File: src/gate_driver_params.svh
`ifndef GATE_DRIVER_PARAMS_SVH
`define GATE_DRIVER_PARAMS_SVH

// ==========================================================
// Register addresses
`define ADDR_MAIN 3'h2
`define ADDR_GATE_CFG 3'h3
`define ADDR_OC_CFG 3'h4
`define ADDR_CHOP_CFG 3'h5

// Reset values
`define RST_GATE_CFG 8'h07
`define RST_OC_CFG 8'h70
`define RST_CHOP_CFG 8'h01

// Lock field in main register
`define LOCK_LSB 3
`define LOCK_CODE 3'h6
`define UNLOCK_CODE 3'h3

// ==========================================================
// Field positions
`define DEAD_LSB 6
`define WATCHDOG_ENABLE_BIT_BIT 5
`define WD_SEL_LSB 3
`define GATE_I_LSB 0
`define LIMIT_BIT 7
`define THR_LSB 4
`define HS_DIS_BIT 1
`define LS_DIS_BIT 0
`define OC_RSVD_MASK 8'hF3
`define OFF_LSB 6
`define REG_DIS_BIT 5
`define SCALE_LSB 3
`define SH_BIT 2
`define GAIN_LSB 0

// Watchdog timeouts in ms
`define WD_MS0 10
`define WD_MS1 20
`define WD_MS2 50
`define WD_MS3 100
`define CLK_KHZ 100000

`endif

File: src/gate_driver_pkg.sv
package gate_driver_pkg;
    typedef enum logic [1:0] {
        WD_IDLE = 2'h0,
        WD_RUN = 2'h1,
        WD_EXPIRED = 2'h3
    } wd_state_t;
endpackage

File: src/gate_driver_config_regs.sv
`timescale 1ns/1ns
`include "gate_driver_params.svh"
module gate_driver_config_regs #(
    parameter int WD_UNIT_CYCLES = `CLK_KHZ
) (
    input wire logic core_clk,
    input wire logic rst,
    input wire logic regWrite,
    input wire logic regRead,
    input wire logic [2:0] regAddr,
    input wire logic [7:0] regWdata,
    output logic [7:0] regRdata,
    input wire logic clearFault,
    input wire logic highSideTrip,
    output logic [1:0] dead_time_select,
    output logic watchdog_enable_bit,
    output logic [1:0] watchdog_timeout_select,
    output logic [2:0] gate_current_code,
    output logic shunt_output_limit,
    output logic [2:0] overcurrent_threshold_select,
    output logic high_side_monitor_disable,
    output logic low_side_monitor_disable,
    output logic [1:0] chop_off_time_select,
    output logic regulation_disable,
    output logic [1:0] refScale,
    output logic sample_hold_enable,
    output logic [1:0] ampGain,
    output logic locked,
    output logic high_side_overcurrent_flag,
    output logic watchdog_fault_flag
);

    // ==========================================================
    // Register file
    logic [7:0] gateCfg, ocCfg, chopCfg;
    logic [7:0] next_gateCfg, next_ocCfg, next_chopCfg;
    logic next_locked;
    logic [7:0] next_regRdata;

    always_comb begin
        next_gateCfg = gateCfg;
        next_ocCfg = ocCfg;
        next_chopCfg = chopCfg;
        next_locked = locked;
        if (regWrite && regAddr == `ADDR_MAIN) begin
            if (!locked && regWdata[`LOCK_LSB +: 3] == `LOCK_CODE) begin
                next_locked = 1'b1;
            end else if (locked && regWdata[`LOCK_LSB +: 3] == `UNLOCK_CODE) begin
                next_locked = 1'b0;
            end
        end
        // Lock freezes the configuration while register 2 stays writable
        if (regWrite && !locked) begin
            case (regAddr)
                `ADDR_GATE_CFG: next_gateCfg = regWdata;
                `ADDR_OC_CFG: next_ocCfg = regWdata & `OC_RSVD_MASK;
                `ADDR_CHOP_CFG: next_chopCfg = regWdata;
                default: ;
            endcase
        end
        // Unmapped addresses read zero; register 2 shows only its lock field
        case (regAddr)
            `ADDR_MAIN: next_regRdata = locked ? {2'h0, `LOCK_CODE, 3'h0}
                                               : {2'h0, `UNLOCK_CODE, 3'h0};
            `ADDR_GATE_CFG: next_regRdata = gateCfg;
            `ADDR_OC_CFG: next_regRdata = ocCfg;
            `ADDR_CHOP_CFG: next_regRdata = chopCfg;
            default: next_regRdata = 8'h00;
        endcase
        if (!regRead) begin
            next_regRdata = regRdata;
        end
    end

    always_ff @(posedge core_clk or posedge rst) begin
        if (rst) begin
            gateCfg <= `RST_GATE_CFG;
            ocCfg <= `RST_OC_CFG;
            chopCfg <= `RST_CHOP_CFG;
            locked <= 1'b0;
            regRdata <= 8'h00;
        end else begin
            gateCfg <= next_gateCfg;
            ocCfg <= next_ocCfg;
            chopCfg <= next_chopCfg;
            locked <= next_locked;
            regRdata <= next_regRdata;
        end
    end

    assign dead_time_select = gateCfg[`DEAD_LSB +: 2];
    assign watchdog_enable_bit = gateCfg[`WATCHDOG_ENABLE_BIT_BIT];
    assign watchdog_timeout_select = gateCfg[`WD_SEL_LSB +: 2];
    assign gate_current_code = gateCfg[`GATE_I_LSB +: 3];
    assign shunt_output_limit = ocCfg[`LIMIT_BIT];
    assign overcurrent_threshold_select = ocCfg[`THR_LSB +: 3];
    assign high_side_monitor_disable = ocCfg[`HS_DIS_BIT];
    assign low_side_monitor_disable = ocCfg[`LS_DIS_BIT];
    assign chop_off_time_select = chopCfg[`OFF_LSB +: 2];
    assign regulation_disable = chopCfg[`REG_DIS_BIT];
    assign refScale = chopCfg[`SCALE_LSB +: 2];
    assign sample_hold_enable = chopCfg[`SH_BIT];
    assign ampGain = chopCfg[`GAIN_LSB +: 2];

    // ==========================================================
    // Fault flags
    // Comparator level is asynchronous, so two flops come before any use
    logic tripMeta, tripSync, next_hsFlag;

    always_comb begin
        next_hsFlag = high_side_overcurrent_flag;
        if (clearFault) begin
            next_hsFlag = 1'b0;
        end
        // Set beats clear so a trip is never lost
        if (tripSync && !high_side_monitor_disable) begin
            next_hsFlag = 1'b1;
        end
    end

    always_ff @(posedge core_clk or posedge rst) begin
        if (rst) begin
            tripMeta <= 1'b0;
            tripSync <= 1'b0;
            high_side_overcurrent_flag <= 1'b0;
        end else begin
            tripMeta <= highSideTrip;
            tripSync <= tripMeta;
            high_side_overcurrent_flag <= next_hsFlag;
        end
    end

    // ==========================================================
    // Watchdog
    function automatic logic [6:0] wdMs(input logic [1:0] sel);
        case (sel)
            2'h0: wdMs = 7'(`WD_MS0);
            2'h1: wdMs = 7'(`WD_MS1);
            2'h2: wdMs = 7'(`WD_MS2);
            default: wdMs = 7'(`WD_MS3);
        endcase
    endfunction

    gate_driver_pkg::wd_state_t wdState, next_wdState;
    // Cycle prescaler then millisecond count keeps the compare narrow
    logic [16:0] unitCnt, next_unitCnt;
    logic [6:0] msCnt, next_msCnt;
    logic next_wdFault;
    logic access;

    // Reads count as host activity too, so polling alone keeps it fed
    assign access = regWrite || regRead;

    always_comb begin
        next_wdState = wdState;
        next_unitCnt = unitCnt;
        next_msCnt = msCnt;
        next_wdFault = watchdog_fault_flag;
        if (clearFault) begin
            next_wdFault = 1'b0;
        end
        case (wdState)
            gate_driver_pkg::WD_IDLE: begin
                next_unitCnt = 17'h00000;
                next_msCnt = 7'h00;
                if (watchdog_enable_bit) begin
                    next_wdState = gate_driver_pkg::WD_RUN;
                end
            end
            gate_driver_pkg::WD_RUN: begin
                if (!watchdog_enable_bit) begin
                    next_wdState = gate_driver_pkg::WD_IDLE;
                end else if (access) begin
                    next_unitCnt = 17'h00000;
                    next_msCnt = 7'h00;
                end else if (unitCnt == 17'(WD_UNIT_CYCLES - 1)) begin
                    next_unitCnt = 17'h00000;
                    next_msCnt = msCnt + 7'h01;
                    if (msCnt + 7'h01 >= wdMs(watchdog_timeout_select)) begin
                        next_wdState = gate_driver_pkg::WD_EXPIRED;
                    end
                end else begin
                    next_unitCnt = unitCnt + 17'h00001;
                end
            end
            gate_driver_pkg::WD_EXPIRED: begin
                next_wdFault = 1'b1;
                next_unitCnt = 17'h00000;
                next_msCnt = 7'h00;
                next_wdState = watchdog_enable_bit ? gate_driver_pkg::WD_RUN
                                                   : gate_driver_pkg::WD_IDLE;
            end
            default: next_wdState = gate_driver_pkg::WD_IDLE;
        endcase
    end

    always_ff @(posedge core_clk or posedge rst) begin
        if (rst) begin
            wdState <= gate_driver_pkg::WD_IDLE;
            unitCnt <= 17'h00000;
            msCnt <= 7'h00;
            watchdog_fault_flag <= 1'b0;
        end else begin
            wdState <= next_wdState;
            unitCnt <= next_unitCnt;
            msCnt <= next_msCnt;
            watchdog_fault_flag <= next_wdFault;
        end
    end

    // ==========================================================
    // Checks
    chk_lock_blocks: assert property (@(posedge core_clk) disable iff (rst)
        (locked && regWrite && regAddr != `ADDR_MAIN) |=> $stable(gateCfg)
            && $stable(ocCfg) && $stable(chopCfg))
        else $error("locked write changed config");
    chk_write_gate: assert property (@(posedge core_clk) disable iff (rst)
        (!locked && regWrite && regAddr == `ADDR_GATE_CFG) |=> gateCfg == $past(regWdata))
        else $error("gate config write lost");
    chk_write_oc: assert property (@(posedge core_clk) disable iff (rst)
        (!locked && regWrite && regAddr == `ADDR_OC_CFG)
            |=> ocCfg == ($past(regWdata) & `OC_RSVD_MASK))
        else $error("overcurrent config write lost");
    chk_write_chop: assert property (@(posedge core_clk) disable iff (rst)
        (!locked && regWrite && regAddr == `ADDR_CHOP_CFG) |=> chopCfg == $past(regWdata))
        else $error("chop config write lost");
    chk_rsvd_zero: assert property (@(posedge core_clk) disable iff (rst)
        (regRead && regAddr == `ADDR_OC_CFG) |=> regRdata[3:2] == 2'h0)
        else $error("reserved bits not zero");
    chk_hs_flag_set: assert property (@(posedge core_clk) disable iff (rst)
        (tripSync && !high_side_monitor_disable) |=> high_side_overcurrent_flag)
        else $error("high-side flag not set");
    chk_hs_flag_masked: assert property (@(posedge core_clk) disable iff (rst)
        (!high_side_overcurrent_flag && (!tripSync || high_side_monitor_disable))
            |=> !high_side_overcurrent_flag)
        else $error("high-side flag set while disabled");
    chk_wd_off: assert property (@(posedge core_clk) disable iff (rst)
        !watchdog_enable_bit |=> wdState == gate_driver_pkg::WD_IDLE)
        else $error("watchdog ran while disabled");
    chk_wd_restart: assert property (@(posedge core_clk) disable iff (rst)
        (wdState == gate_driver_pkg::WD_RUN && watchdog_enable_bit && access)
            |=> unitCnt == 17'h00000 && msCnt == 7'h00)
        else $error("access did not restart watchdog");
    chk_wd_fault: assert property (@(posedge core_clk) disable iff (rst)
        (wdState == gate_driver_pkg::WD_EXPIRED) |=> watchdog_fault_flag)
        else $error("watchdog expiry not flagged");

    // Lock, readback and clear checks
    chk_lock_set: assert property (@(posedge core_clk) disable iff (rst)
        (!locked && regWrite && regAddr == `ADDR_MAIN
            && regWdata[`LOCK_LSB +: 3] == `LOCK_CODE) |=> locked)
        else $error("lock code not taken");
    chk_unlock_taken: assert property (@(posedge core_clk) disable iff (rst)
        (locked && regWrite && regAddr == `ADDR_MAIN
            && regWdata[`LOCK_LSB +: 3] == `UNLOCK_CODE) |=> !locked)
        else $error("unlock code not taken");
    chk_lock_other: assert property (@(posedge core_clk) disable iff (rst)
        (regWrite && regAddr == `ADDR_MAIN && regWdata[`LOCK_LSB +: 3] != `LOCK_CODE
            && regWdata[`LOCK_LSB +: 3] != `UNLOCK_CODE) |=> $stable(locked))
        else $error("stray code changed lock");
    chk_read_hold: assert property (@(posedge core_clk) disable iff (rst)
        !regRead |=> $stable(regRdata))
        else $error("read data moved without a read");
    chk_read_gate: assert property (@(posedge core_clk) disable iff (rst)
        (regRead && regAddr == `ADDR_GATE_CFG) |=> regRdata == $past(gateCfg))
        else $error("gate config read wrong");
    chk_read_oc: assert property (@(posedge core_clk) disable iff (rst)
        (regRead && regAddr == `ADDR_OC_CFG) |=> regRdata == $past(ocCfg))
        else $error("overcurrent config read wrong");
    chk_read_chop: assert property (@(posedge core_clk) disable iff (rst)
        (regRead && regAddr == `ADDR_CHOP_CFG) |=> regRdata == $past(chopCfg))
        else $error("chop config read wrong");
    chk_hs_flag_clear: assert property (@(posedge core_clk) disable iff (rst)
        (clearFault && (!tripSync || high_side_monitor_disable))
            |=> !high_side_overcurrent_flag)
        else $error("high-side flag not cleared");
    chk_wd_clear: assert property (@(posedge core_clk) disable iff (rst)
        (clearFault && wdState != gate_driver_pkg::WD_EXPIRED) |=> !watchdog_fault_flag)
        else $error("watchdog fault not cleared");

endmodule

File: config.mk
export PLATFORM = sky130hd
export DESIGN_NAME = gate_driver_config_regs
export DESIGN_NICKNAME = d
export VERILOG_FILES = /design/src/gate_driver_pkg.sv /design/src/gate_driver_config_regs.sv
export VERILOG_INCLUDE_DIRS = /design/src /design/src/src
export SDC_FILE = /design/constraint.sdc
export NUM_CORES = 1
export LEC_CHECK = 0
export BUFFER_PORTS_ARGS = -buffer_cell sky130_fd_sc_hd__buf_2
export CAP_MARGIN = 20
export CORE_MARGIN = 2
export CORE_UTILIZATION = 40
export DETAILED_ROUTE_END_ITERATION = 10
export GPL_TIMING_DRIVEN = 1
export PLACE_DENSITY = 0.69
export SYNTH_ARGS = -nofsm -noshare
export SYNTH_HDL_FRONTEND = slang
export SYNTH_SLANG_ARGS = --single-unit
export TNS_END_PERCENT = 20
File: constraint.sdc
create_clock -name core_clk -period 2.2 [get_ports core_clk]
set_input_delay 0.11 -clock core_clk [delete_from_list [all_inputs] [get_ports core_clk]]
set_output_delay 0.11 -clock core_clk [all_outputs]
set_load 0.05 [all_outputs]
==> results of run 1 <==
[state kept, by name, summed over array words and instances, names as in the netlist]
register                    cells
tripMeta                        1
chopCfg                         8
regRdata                        8
ocCfg                           6
high_side_overcurrent_flag      1
locked                          1
unitCnt                        17
tripSync                        1
msCnt                           7
watchdog_fault_flag             1
wdState                         2
gateCfg                         8
[layout make-up]
class,count,area share
clock buffer,9,0.0302
sequential,61,0.375
timing repair buffer,79,0.121
tap,102,0.0311
multi-input combinational,237,0.411
inverter,14,0.0128
clock inverter,7,0.0183
[cells by family after synthesis]
group | synth area share
and+or+nand+nor | 0.187
xor gates and xnor gates | 0.0298
AOI/OAI and AO/OA | 0.125
muxes | 0.0879
adders and majority gates | 0.0658
DFF | 0.475
buffers and inverters | 0.0294
[timing repair]
item	in CTS	in global routing
hold buffers	5	0
buffers inserted	3	4
pin swaps	5	8
setup endpoints to repair	2	3
gates resized for setup	4	11
hold endpoints to repair	32	0
[layout by cell type, fill, tap and decap left out, types with 4 or more instances in the layout]
cell / instances
sky130_fd_sc_hd__xor2_1: 7
sky130_fd_sc_hd__o21ai_0: 17
sky130_fd_sc_hd__mux2_2: 19
sky130_fd_sc_hd__mux2i_1: 7
sky130_fd_sc_hd__nand2b_1: 5
sky130_fd_sc_hd__nand2_1: 31
sky130_fd_sc_hd__inv_1: 12
sky130_fd_sc_hd__dfstp_2: 7
sky130_fd_sc_hd__clkbuf_8: 9
sky130_fd_sc_hd__nand4_1: 6
sky130_fd_sc_hd__o21ai_1: 7
sky130_fd_sc_hd__ha_1: 15
sky130_fd_sc_hd__buf_4: 24
sky130_fd_sc_hd__nor2_1: 27
sky130_fd_sc_hd__nor2b_1: 6
sky130_fd_sc_hd__dfrtp_1: 52
sky130_fd_sc_hd__dlygate4sd3_1: 5
sky130_fd_sc_hd__buf_2: 49
sky130_fd_sc_hd__a21oi_1: 15
sky130_fd_sc_hd__nand3_1: 12
sky130_fd_sc_hd__nor3_1: 8
sky130_fd_sc_hd__and3_1: 4
[where the power goes]
part	switching (mW)	internal, mW	total (mW)	leakage (nW)
Sequential	0.111	1.27	1.38	0.775
Combinational	0.820	0.364	1.18	1.04
Clock	0.483	0.528	1.01	0.104
Total	1.41	2.16	3.58	1.92
[metrics by stage]
step,util,TNS [ns],std cells
floorplan,-,0,321
global placement,0.478,0,481
detailed placement,0.478,-0.0630,481
CTS,0.516,0,505
global route,0.528,-0.116,509
finish,0.528,0,509
[metal layers]
layer / global-route usage / routed length [µm] / vias up
met5: 0 / 0 / -
met4: 0.0700 / 128 / 0
met3: 0.0441 / 266 / 8
met2: 0.278 / 3660 / 55
met1: 0.245 / 3520 / 1279
li1: - / - / 1310
[worst max-delay path: stages, from the launching register on]
cell and delay [ns]:
sky130_fd_sc_hd__dfrtp_1 0.43, sky130_fd_sc_hd__nand3_2 0.10, sky130_fd_sc_hd__nor2_2 0.16, sky130_fd_sc_hd__xor2_2 0.25, sky130_fd_sc_hd__ha_4 0.25, sky130_fd_sc_hd__a21o_1 0.18, sky130_fd_sc_hd__a221oi_2 0.26, sky130_fd_sc_hd__and2_4 0.20
sky130_fd_sc_hd__nand3b_1 0.10, sky130_fd_sc_hd__o211ai_1 0.08
[path summary, 6_finish.rpt]
check | endpoint | slack, ns | cells past startpoint
max | wdState[1] | 0.05 | 9
min | ocCfg[0] | 0.03 | 2
max reg2reg | wdState[1] | 0.05 | 9
min reg2reg | tripSync | 0.35 | 0
max in group asynchronous | ocCfg[6] | 1.13 | 4
min in group asynchronous | tripMeta | 0.40 | 3
==> Implementation_results.wiki, run 1 <==
{| class="wikitable"
! Metric !! Value
|-
| Maximum level of the CTS H-tree || 3
|-
| Largest vdd supply drop || 0.000511 V
|-
| FF+latch area || 0.00154 mm²
|-
| Worst Setup SP || msCnt[4]
|-
| Final #Nets || 436
|-
| Portion of synthesized cell area occupied by the leading cell type || 0.418
|-
| Kind of end point of the critical path || register
|-
| Total of endpoints with negative setup slack in the final report || 0
|-
| Cell with the most instances after synthesis || sky130_fd_sc_hd__dfrtp_1
|-
| Max-capacitance violation count || 0
|-
| Post-place instance area || 0.00371 mm²
|-
| Slew margin rel. || 0.564
|-
| Final Cell Area || 0.00410 mm²
|-
| Via Count || 2652
|-
| Core box area || 0.00777 mm²
|-
| Commonest register cell after synthesis || sky130_fd_sc_hd__dfrtp_1
|-
| Avg Synthesized Cell Area || 10.1 µm²
|-
| Buffers added on ports || 49
|-
| Syn_nets || 355
|-
| Status || finished clean
|-
| Synth warnings || 0
|-
| Hold slack || 0.0262 ns
|-
| Worst r2r src || msCnt[4]
|-
| Total routing resource utilization after global routing || 0.180
|-
| Top cell type by total area after synthesis || sky130_fd_sc_hd__dfrtp_1
|-
| Layout overhead on the synthesized area || 26.8%
|-
| Largest net degree at the start of global routing || 33
|-
| Fraction of final layout cells with drive strength greater than 1 || 0.344
|-
| Worst slew pin tran || 0.653 ns
|-
| Final setup margin || 0.0464 ns
|-
| Floorplan die height || 93.9 µm
|-
| Asr flop ratio synth || 1.00
|-
| Pleak || 1.92 nW
|-
| Global-route wire length before repair || 12.4 mm
|-
| Total power after layout || 3.58 mW
|-
| Final worst-path cycle share || 0.979
|-
| Site Rows || 32
|-
| Number of enable-type register cells in the synthesized netlist || 0
|-
| Global placer's final weighted congestion || 0.807
|-
| Maximum net fanout on the critical path || 4
|-
| Total area of multi-input combinational cells || 0.00169 mm²
|-
| Setup slack at placement || -0.0630 ns
|-
| Num CTS Buffers || 9
|-
| Worst clock skew || 0.00823 ns
|-
| Fraction of the yosys area taken by sequential cells || 0.475
|-
| Syn Inst Count || 321
|-
| Ant diodes || 0
|-
| TritonRoute pass-1 iters || 4
|-
| Clock Pin Slew Worst Setup and Hold Paths || 0.07 ns
|-
| Total DRC errors in the routed layout || 0
|-
| Die width || 93.9 µm
|-
| Critical path class || register to register
|-
| Clock sink count || 61
|-
| Max Buffers Root-to-Sink || 2
|-
| Global-route congestion overflow total || 0
|-
| Routed wirelength normalized by instance count || 14.9 µm
|-
| CP Data Arrival Time || 2.38 ns
|-
| I/O pin count || 50
|-
| Initial Util || 0.416
|-
| Class of the worst hold path || input port to register
|-
| Number of pins with negative max-slew slack in the final report || 0
|-
| Total standard cell area after synthesis || 0.00323 mm²
|-
| Startpoint kind of the worst setup timing path || register
|-
| Clk Latency, worst-skew pair || 0.35 ns
|-
| Clk Tree Root Cell || sky130_fd_sc_hd__clkbuf_8
|-
| Floorplan die area || 0.00881 mm²
|-
| Highest Clock Rate || 464 MHz
|-
| Number of storage elements in the synthesis netlist || 61
|-
| Iter 0 DRT Violations || 189
|-
| Top cells by area in the synthesized netlist || sky130_fd_sc_hd__dfrtp_1, sky130_fd_sc_hd__mux2_2, sky130_fd_sc_hd__ha_1, sky130_fd_sc_hd__dfstp_2, sky130_fd_sc_hd__nand2_1
|-
| Total power density per cell area || 873 mW/mm²
|-
| Synth cell count leaders || sky130_fd_sc_hd__dfrtp_1, sky130_fd_sc_hd__nand2_1, sky130_fd_sc_hd__nor2_1
|-
| Number of global-route vias before repair || 2536
|-
| CTS tree || done
|-
| Antenna violations before repair || 0
|-
| Start point of the worst min-delay path || regWdata[0]
|-
| Hold violation total from the final report || 0
|-
| Period minus WS final || 2.15 ns
|-
| Post-route ant nets || 0
|-
| Synth cell types || 52
|-
| Number of filler cells placed in the layout || 703
|-
| Total half-perimeter wirelength after legalization and detailed placement || 5.30 mm
|-
| CP Data Required Time || 2.42 ns
|-
| Detailed-route wire length || 7.58 mm
|-
| Unrepaired setup endpoints after global routing || true
|-
| Number of vias per cell || 5.21
|}
(Power assumes the default switching activity.)
==> run 2, diff against run 1 <==
--- a/config.mk
+++ b/config.mk
@@ -8,2 +8,3 @@
 export LEC_CHECK = 0
+export ABC_CLOCK_PERIOD_IN_PS = 2200
 export BUFFER_PORTS_ARGS = -buffer_cell sky130_fd_sc_hd__buf_2
--- a/constraint.sdc
+++ b/constraint.sdc
@@ -3,2 +3,2 @@
 set_output_delay 0.11 -clock core_clk [all_outputs]
-set_load 0.05 [all_outputs]
+set_load 0.005 [all_outputs]
==> run 2 against run 1 <==
- clock skew rose by 0.0021 ns
- via count rose by 0.38%
- die area did not move
- global-route usage fell by 0.37 points
- first-iteration DRC count fell by 11%
- sequential power barely moved
- worst setup slack got worse by 0.024 ns
- power fell by 4.6%
- clock-buffer cell count rose by 1
- hold slack got worse by 0.011 ns
==> Implementation_results.wiki, run 2 (synthesis results as in run 1) <==
{| class="wikitable"
! Metric !! Value
|-
| Buffering stage count on the worst path with inverters included || 1 (+1)
|-
| Final Cell Area || 0.00409 mm² (-0.27%)
|-
| Via Count || 2662 (+0.38%)
|-
| Maximum net fanout on the critical path || 4 (unchanged)
|-
| Pleak || 1.91 nW (-0.43%)
|-
| Worst slew pin tran || 0.539 ns (-0.114 ns)
|-
| Number of vias per cell || 5.27 (+1.2%)
|-
| Status || finished clean
|-
| Global-route wire length before repair || 12.2 mm (-1.6%)
|-
| Worst r2r src || msCnt[0]
|-
| Total power after layout || 3.41 mW (-4.6%)
|-
| Number of global-route vias before repair || 2576 (+1.6%)
|-
| Floorplan die area || 0.00881 mm² (unchanged)
|-
| Number of pins with negative max-slew slack in the final report || 0 (unchanged)
|-
| Setup slack at placement || -0.0726 ns (-0.00961 ns)
|-
| Instance count along the most critical hold path || 2 (unchanged)
|-
| Iter 0 DRT Violations || 169 (-11%)
|-
| Final worst-path cycle share || 0.990 (+0.0111)
|-
| Post-route ant nets || 0 (unchanged)
|-
| Fraction of final layout cells with drive strength greater than 1 || 0.335 (-0.00899)
|-
| Initial Util || 0.416 (unchanged)
|-
| CP Data Required Time || 2.41 ns (about the same)
|-
| Largest vdd supply drop || 0.000444 V (-13%)
|-
| Routed wirelength normalized by instance count || 14.7 µm (-1.5%)
|-
| Slew margin rel. || 0.640 (+0.0758)
|-
| Global placer's final weighted congestion || 0.908 (+13%)
|-
| Met2 wire len || 3.47 mm (-5.4%)
|-
| Antenna violations before repair || 0 (unchanged)
|-
| TritonRoute pass-1 iters || 4 (unchanged)
|-
| Detailed-route wire length || 7.40 mm (-2.3%)
|-
| Worst-case reg-to-reg path depth || 10 (+1)
|-
| Unrepaired setup endpoints after global routing || true
|-
| Die width || 93.9 µm (unchanged)
|-
| Hold violation total from the final report || 0 (unchanged)
|-
| CP Data Arrival Time || 2.39 ns (about the same)
|-
| Total routing resource utilization after global routing || 0.177 (-0.00373)
|-
| Leading cell type in the layout, fill and taps excluded || sky130_fd_sc_hd__dfrtp_1
|-
| Hold slack || 0.0155 ns (-0.0107 ns)
|-
| Cell type of the slowest stage on the worst timing path || sky130_fd_sc_hd__dfrtp_1
|-
| Kind of end point of the critical path || register
|-
| Total negative slack || 0 ns (unchanged)
|-
| Total power density per cell area || 835 mW/mm² (-4.4%)
|-
| Clk Latency, worst-skew pair || 0.35 ns (about the same)
|-
| Highest Clock Rate || 459 MHz (-1.1%)
|-
| Final #Nets || 432 (-0.92%)
|-
| Max Buffers Root-to-Sink || 2 (unchanged)
|-
| Period minus WS final || 2.18 ns (+0.0244 ns)
|-
| I/O pin count || 50 (unchanged)
|-
| Floorplan die height || 93.9 µm (unchanged)
|-
| Post-layout instance count excluding filler cells || 505 (-0.79%)
|-
| Met1 wire length || 3.42 mm (-2.8%)
|-
| Clock Pin Slew Worst Setup and Hold Paths || 0.07 ns (about the same)
|-
| Max incr delay on CP || 0.41 ns (-0.02 ns)
|-
| Clock sink count || 61 (unchanged)
|-
| Critical path class || register to register
|-
| Post-place instance area || 0.00371 mm² (unchanged)
|-
| FF+latch area || 0.00154 mm² (about the same)
|-
| Most frequent cells in the layout || sky130_fd_sc_hd__dfrtp_1, sky130_fd_sc_hd__buf_2, sky130_fd_sc_hd__nand2_1, sky130_fd_sc_hd__nor2_1, sky130_fd_sc_hd__buf_4
|-
| Ant diodes || 0 (unchanged)
|-
| Num CTS Buffers || 9 (unchanged)
|-
| Site Rows || 32 (unchanged)
|-
| Total half-perimeter wirelength after legalization and detailed placement || 5.33 mm (+0.63%)
|-
| Register containing the most flip-flops in the final layout || unitCnt
|-
| Worst setup slack for register-to-register paths || 0.02 ns (-0.02 ns)
|-
| Start point of the worst min-delay path || regWdata[3]
|-
| Final cell utilization of the core || 0.526 (-0.00145)
|-
| Core box area || 0.00777 mm² (unchanged)
|-
| Total area of multi-input combinational cells || 0.00167 mm² (-0.74%)
|-
| Max-capacitance violation count || 0 (unchanged)
|-
| Total DRC errors in the routed layout || 0 (unchanged)
|-
| Number of filler cells placed in the layout || 724 (+3.0%)
|-
| Layout overhead on the synthesized area || 26.5%
|-
| Routed length on met3 || 361 µm (+36%)
|-
| Buffers added on ports || 49 (unchanged)
|-
| Terminus of the critical flop-to-flop path || wdState[1]
|-
| Sink of the worst hold path || locked
|-
| Max reg flops || 17 (unchanged)
|-
| Count of placed standard cells including taps || 483 (+0.42%)
|-
| Worst clock skew || 0.0103 ns (+0.00205 ns)
|-
| Global-route congestion overflow total || 0 (unchanged)
|-
| Class of the worst hold path || input port to register
|-
| Clk Tree Root Cell || sky130_fd_sc_hd__clkbuf_8
|-
| CTS tree || done
|-
| Crit path cell chain || buf_6 > nand2_2 > nor2_2 > xor2_1 > ha_1 > a21o_1 > a221oi_2 > and2_4 > nand3b_1 > o211ai_1
|-
| Total of endpoints with negative setup slack in the final report || 0 (unchanged)
|-
| Final setup margin || 0.0220 ns (-0.0244 ns)
|-
| Maximum level of the CTS H-tree || 3 (unchanged)
|-
| Cell type group with the largest total delay on the critical path || compound AO/OA/AOI/OAI gates
|-
| Max Used Layer || met4
|-
| Largest net degree at the start of global routing || 28 (-15%)
|-
| Startpoint kind of the worst setup timing path || register
|}
-- run 2: cell types whose count changed in the layout (fill, tap and decap cells not counted), moves of 2 or more --
| cell | previous run | this run |
|---|---|---|
| sky130_fd_sc_hd__bufinv_16 | 1 | 3 |
| sky130_fd_sc_hd__dlygate4sd3_1 | 5 | 3 |
| sky130_fd_sc_hd__buf_6 | 0 | 2 |
| sky130_fd_sc_hd__buf_4 | 24 | 21 |
| sky130_fd_sc_hd__clkinv_4 | 3 | 1 |
-- run 2: cell type report --
type	instances	share of cell area
Tap cell	102	0.0312
Clock buffer	10	0.0312
Inverter	14	0.0129
Sequential cell	61	0.376
Timing Repair Buffer	75	0.111
Multi-Input combinational cell	237	0.410
Clock inverter	6	0.0272
-- run 2: worst max-delay path by stage --
stage | to | slack, ns | startpoint | cells after the start
finish | wdState[1] | 0.02 | msCnt[0] | 10
CTS | wdState[1] | 0.001 | msCnt[1] | 10
floorplan | wdState[1] | 0.002 | msCnt[0] | 10
global placement | wdState[1] | 0.04 | msCnt[1] | 10
global route | wdState[1] | -0.10 | msCnt[0] | 9
detailed placement | wdState[1] | -0.07 | msCnt[1] | 10
-- run 2: power breakdown --
group	internal [mW]	switching, mW	leakage, nW
clock	0.753	0.462	0.116
sequential	1.27	0.111	0.773
combinational	0.362	0.452	1.02
total	2.39	1.02	1.91
-- run 2: repair_timing --
item                                    in CTS  in global routing
hold endpoints to repair                    25                  0
hold buffers                                 3                  0
pin swaps                                    4                 13
resized for setup                            5                 14
buffers inserted                             1                  2
endpoints found under the setup margin       2                  5
-- run 2: routing by layer --
layer,vias to the layer above,global-route usage
met2,74,0.255
met5,-,0
li1,1298,-
met4,0,0.0930
met1,1277,0.249
met3,13,0.0377
-- run 2: worst register-to-register path: cells and delay by family (launching register included) --
family / cells / cell delay (ns)
flops: 1 / 0.41
compound gates: 3 / 0.50
buf+inv: 1 / 0.14
xor+xnor: 1 / 0.24
simple gates: 4 / 0.48
fa+ha+maj: 1 / 0.30
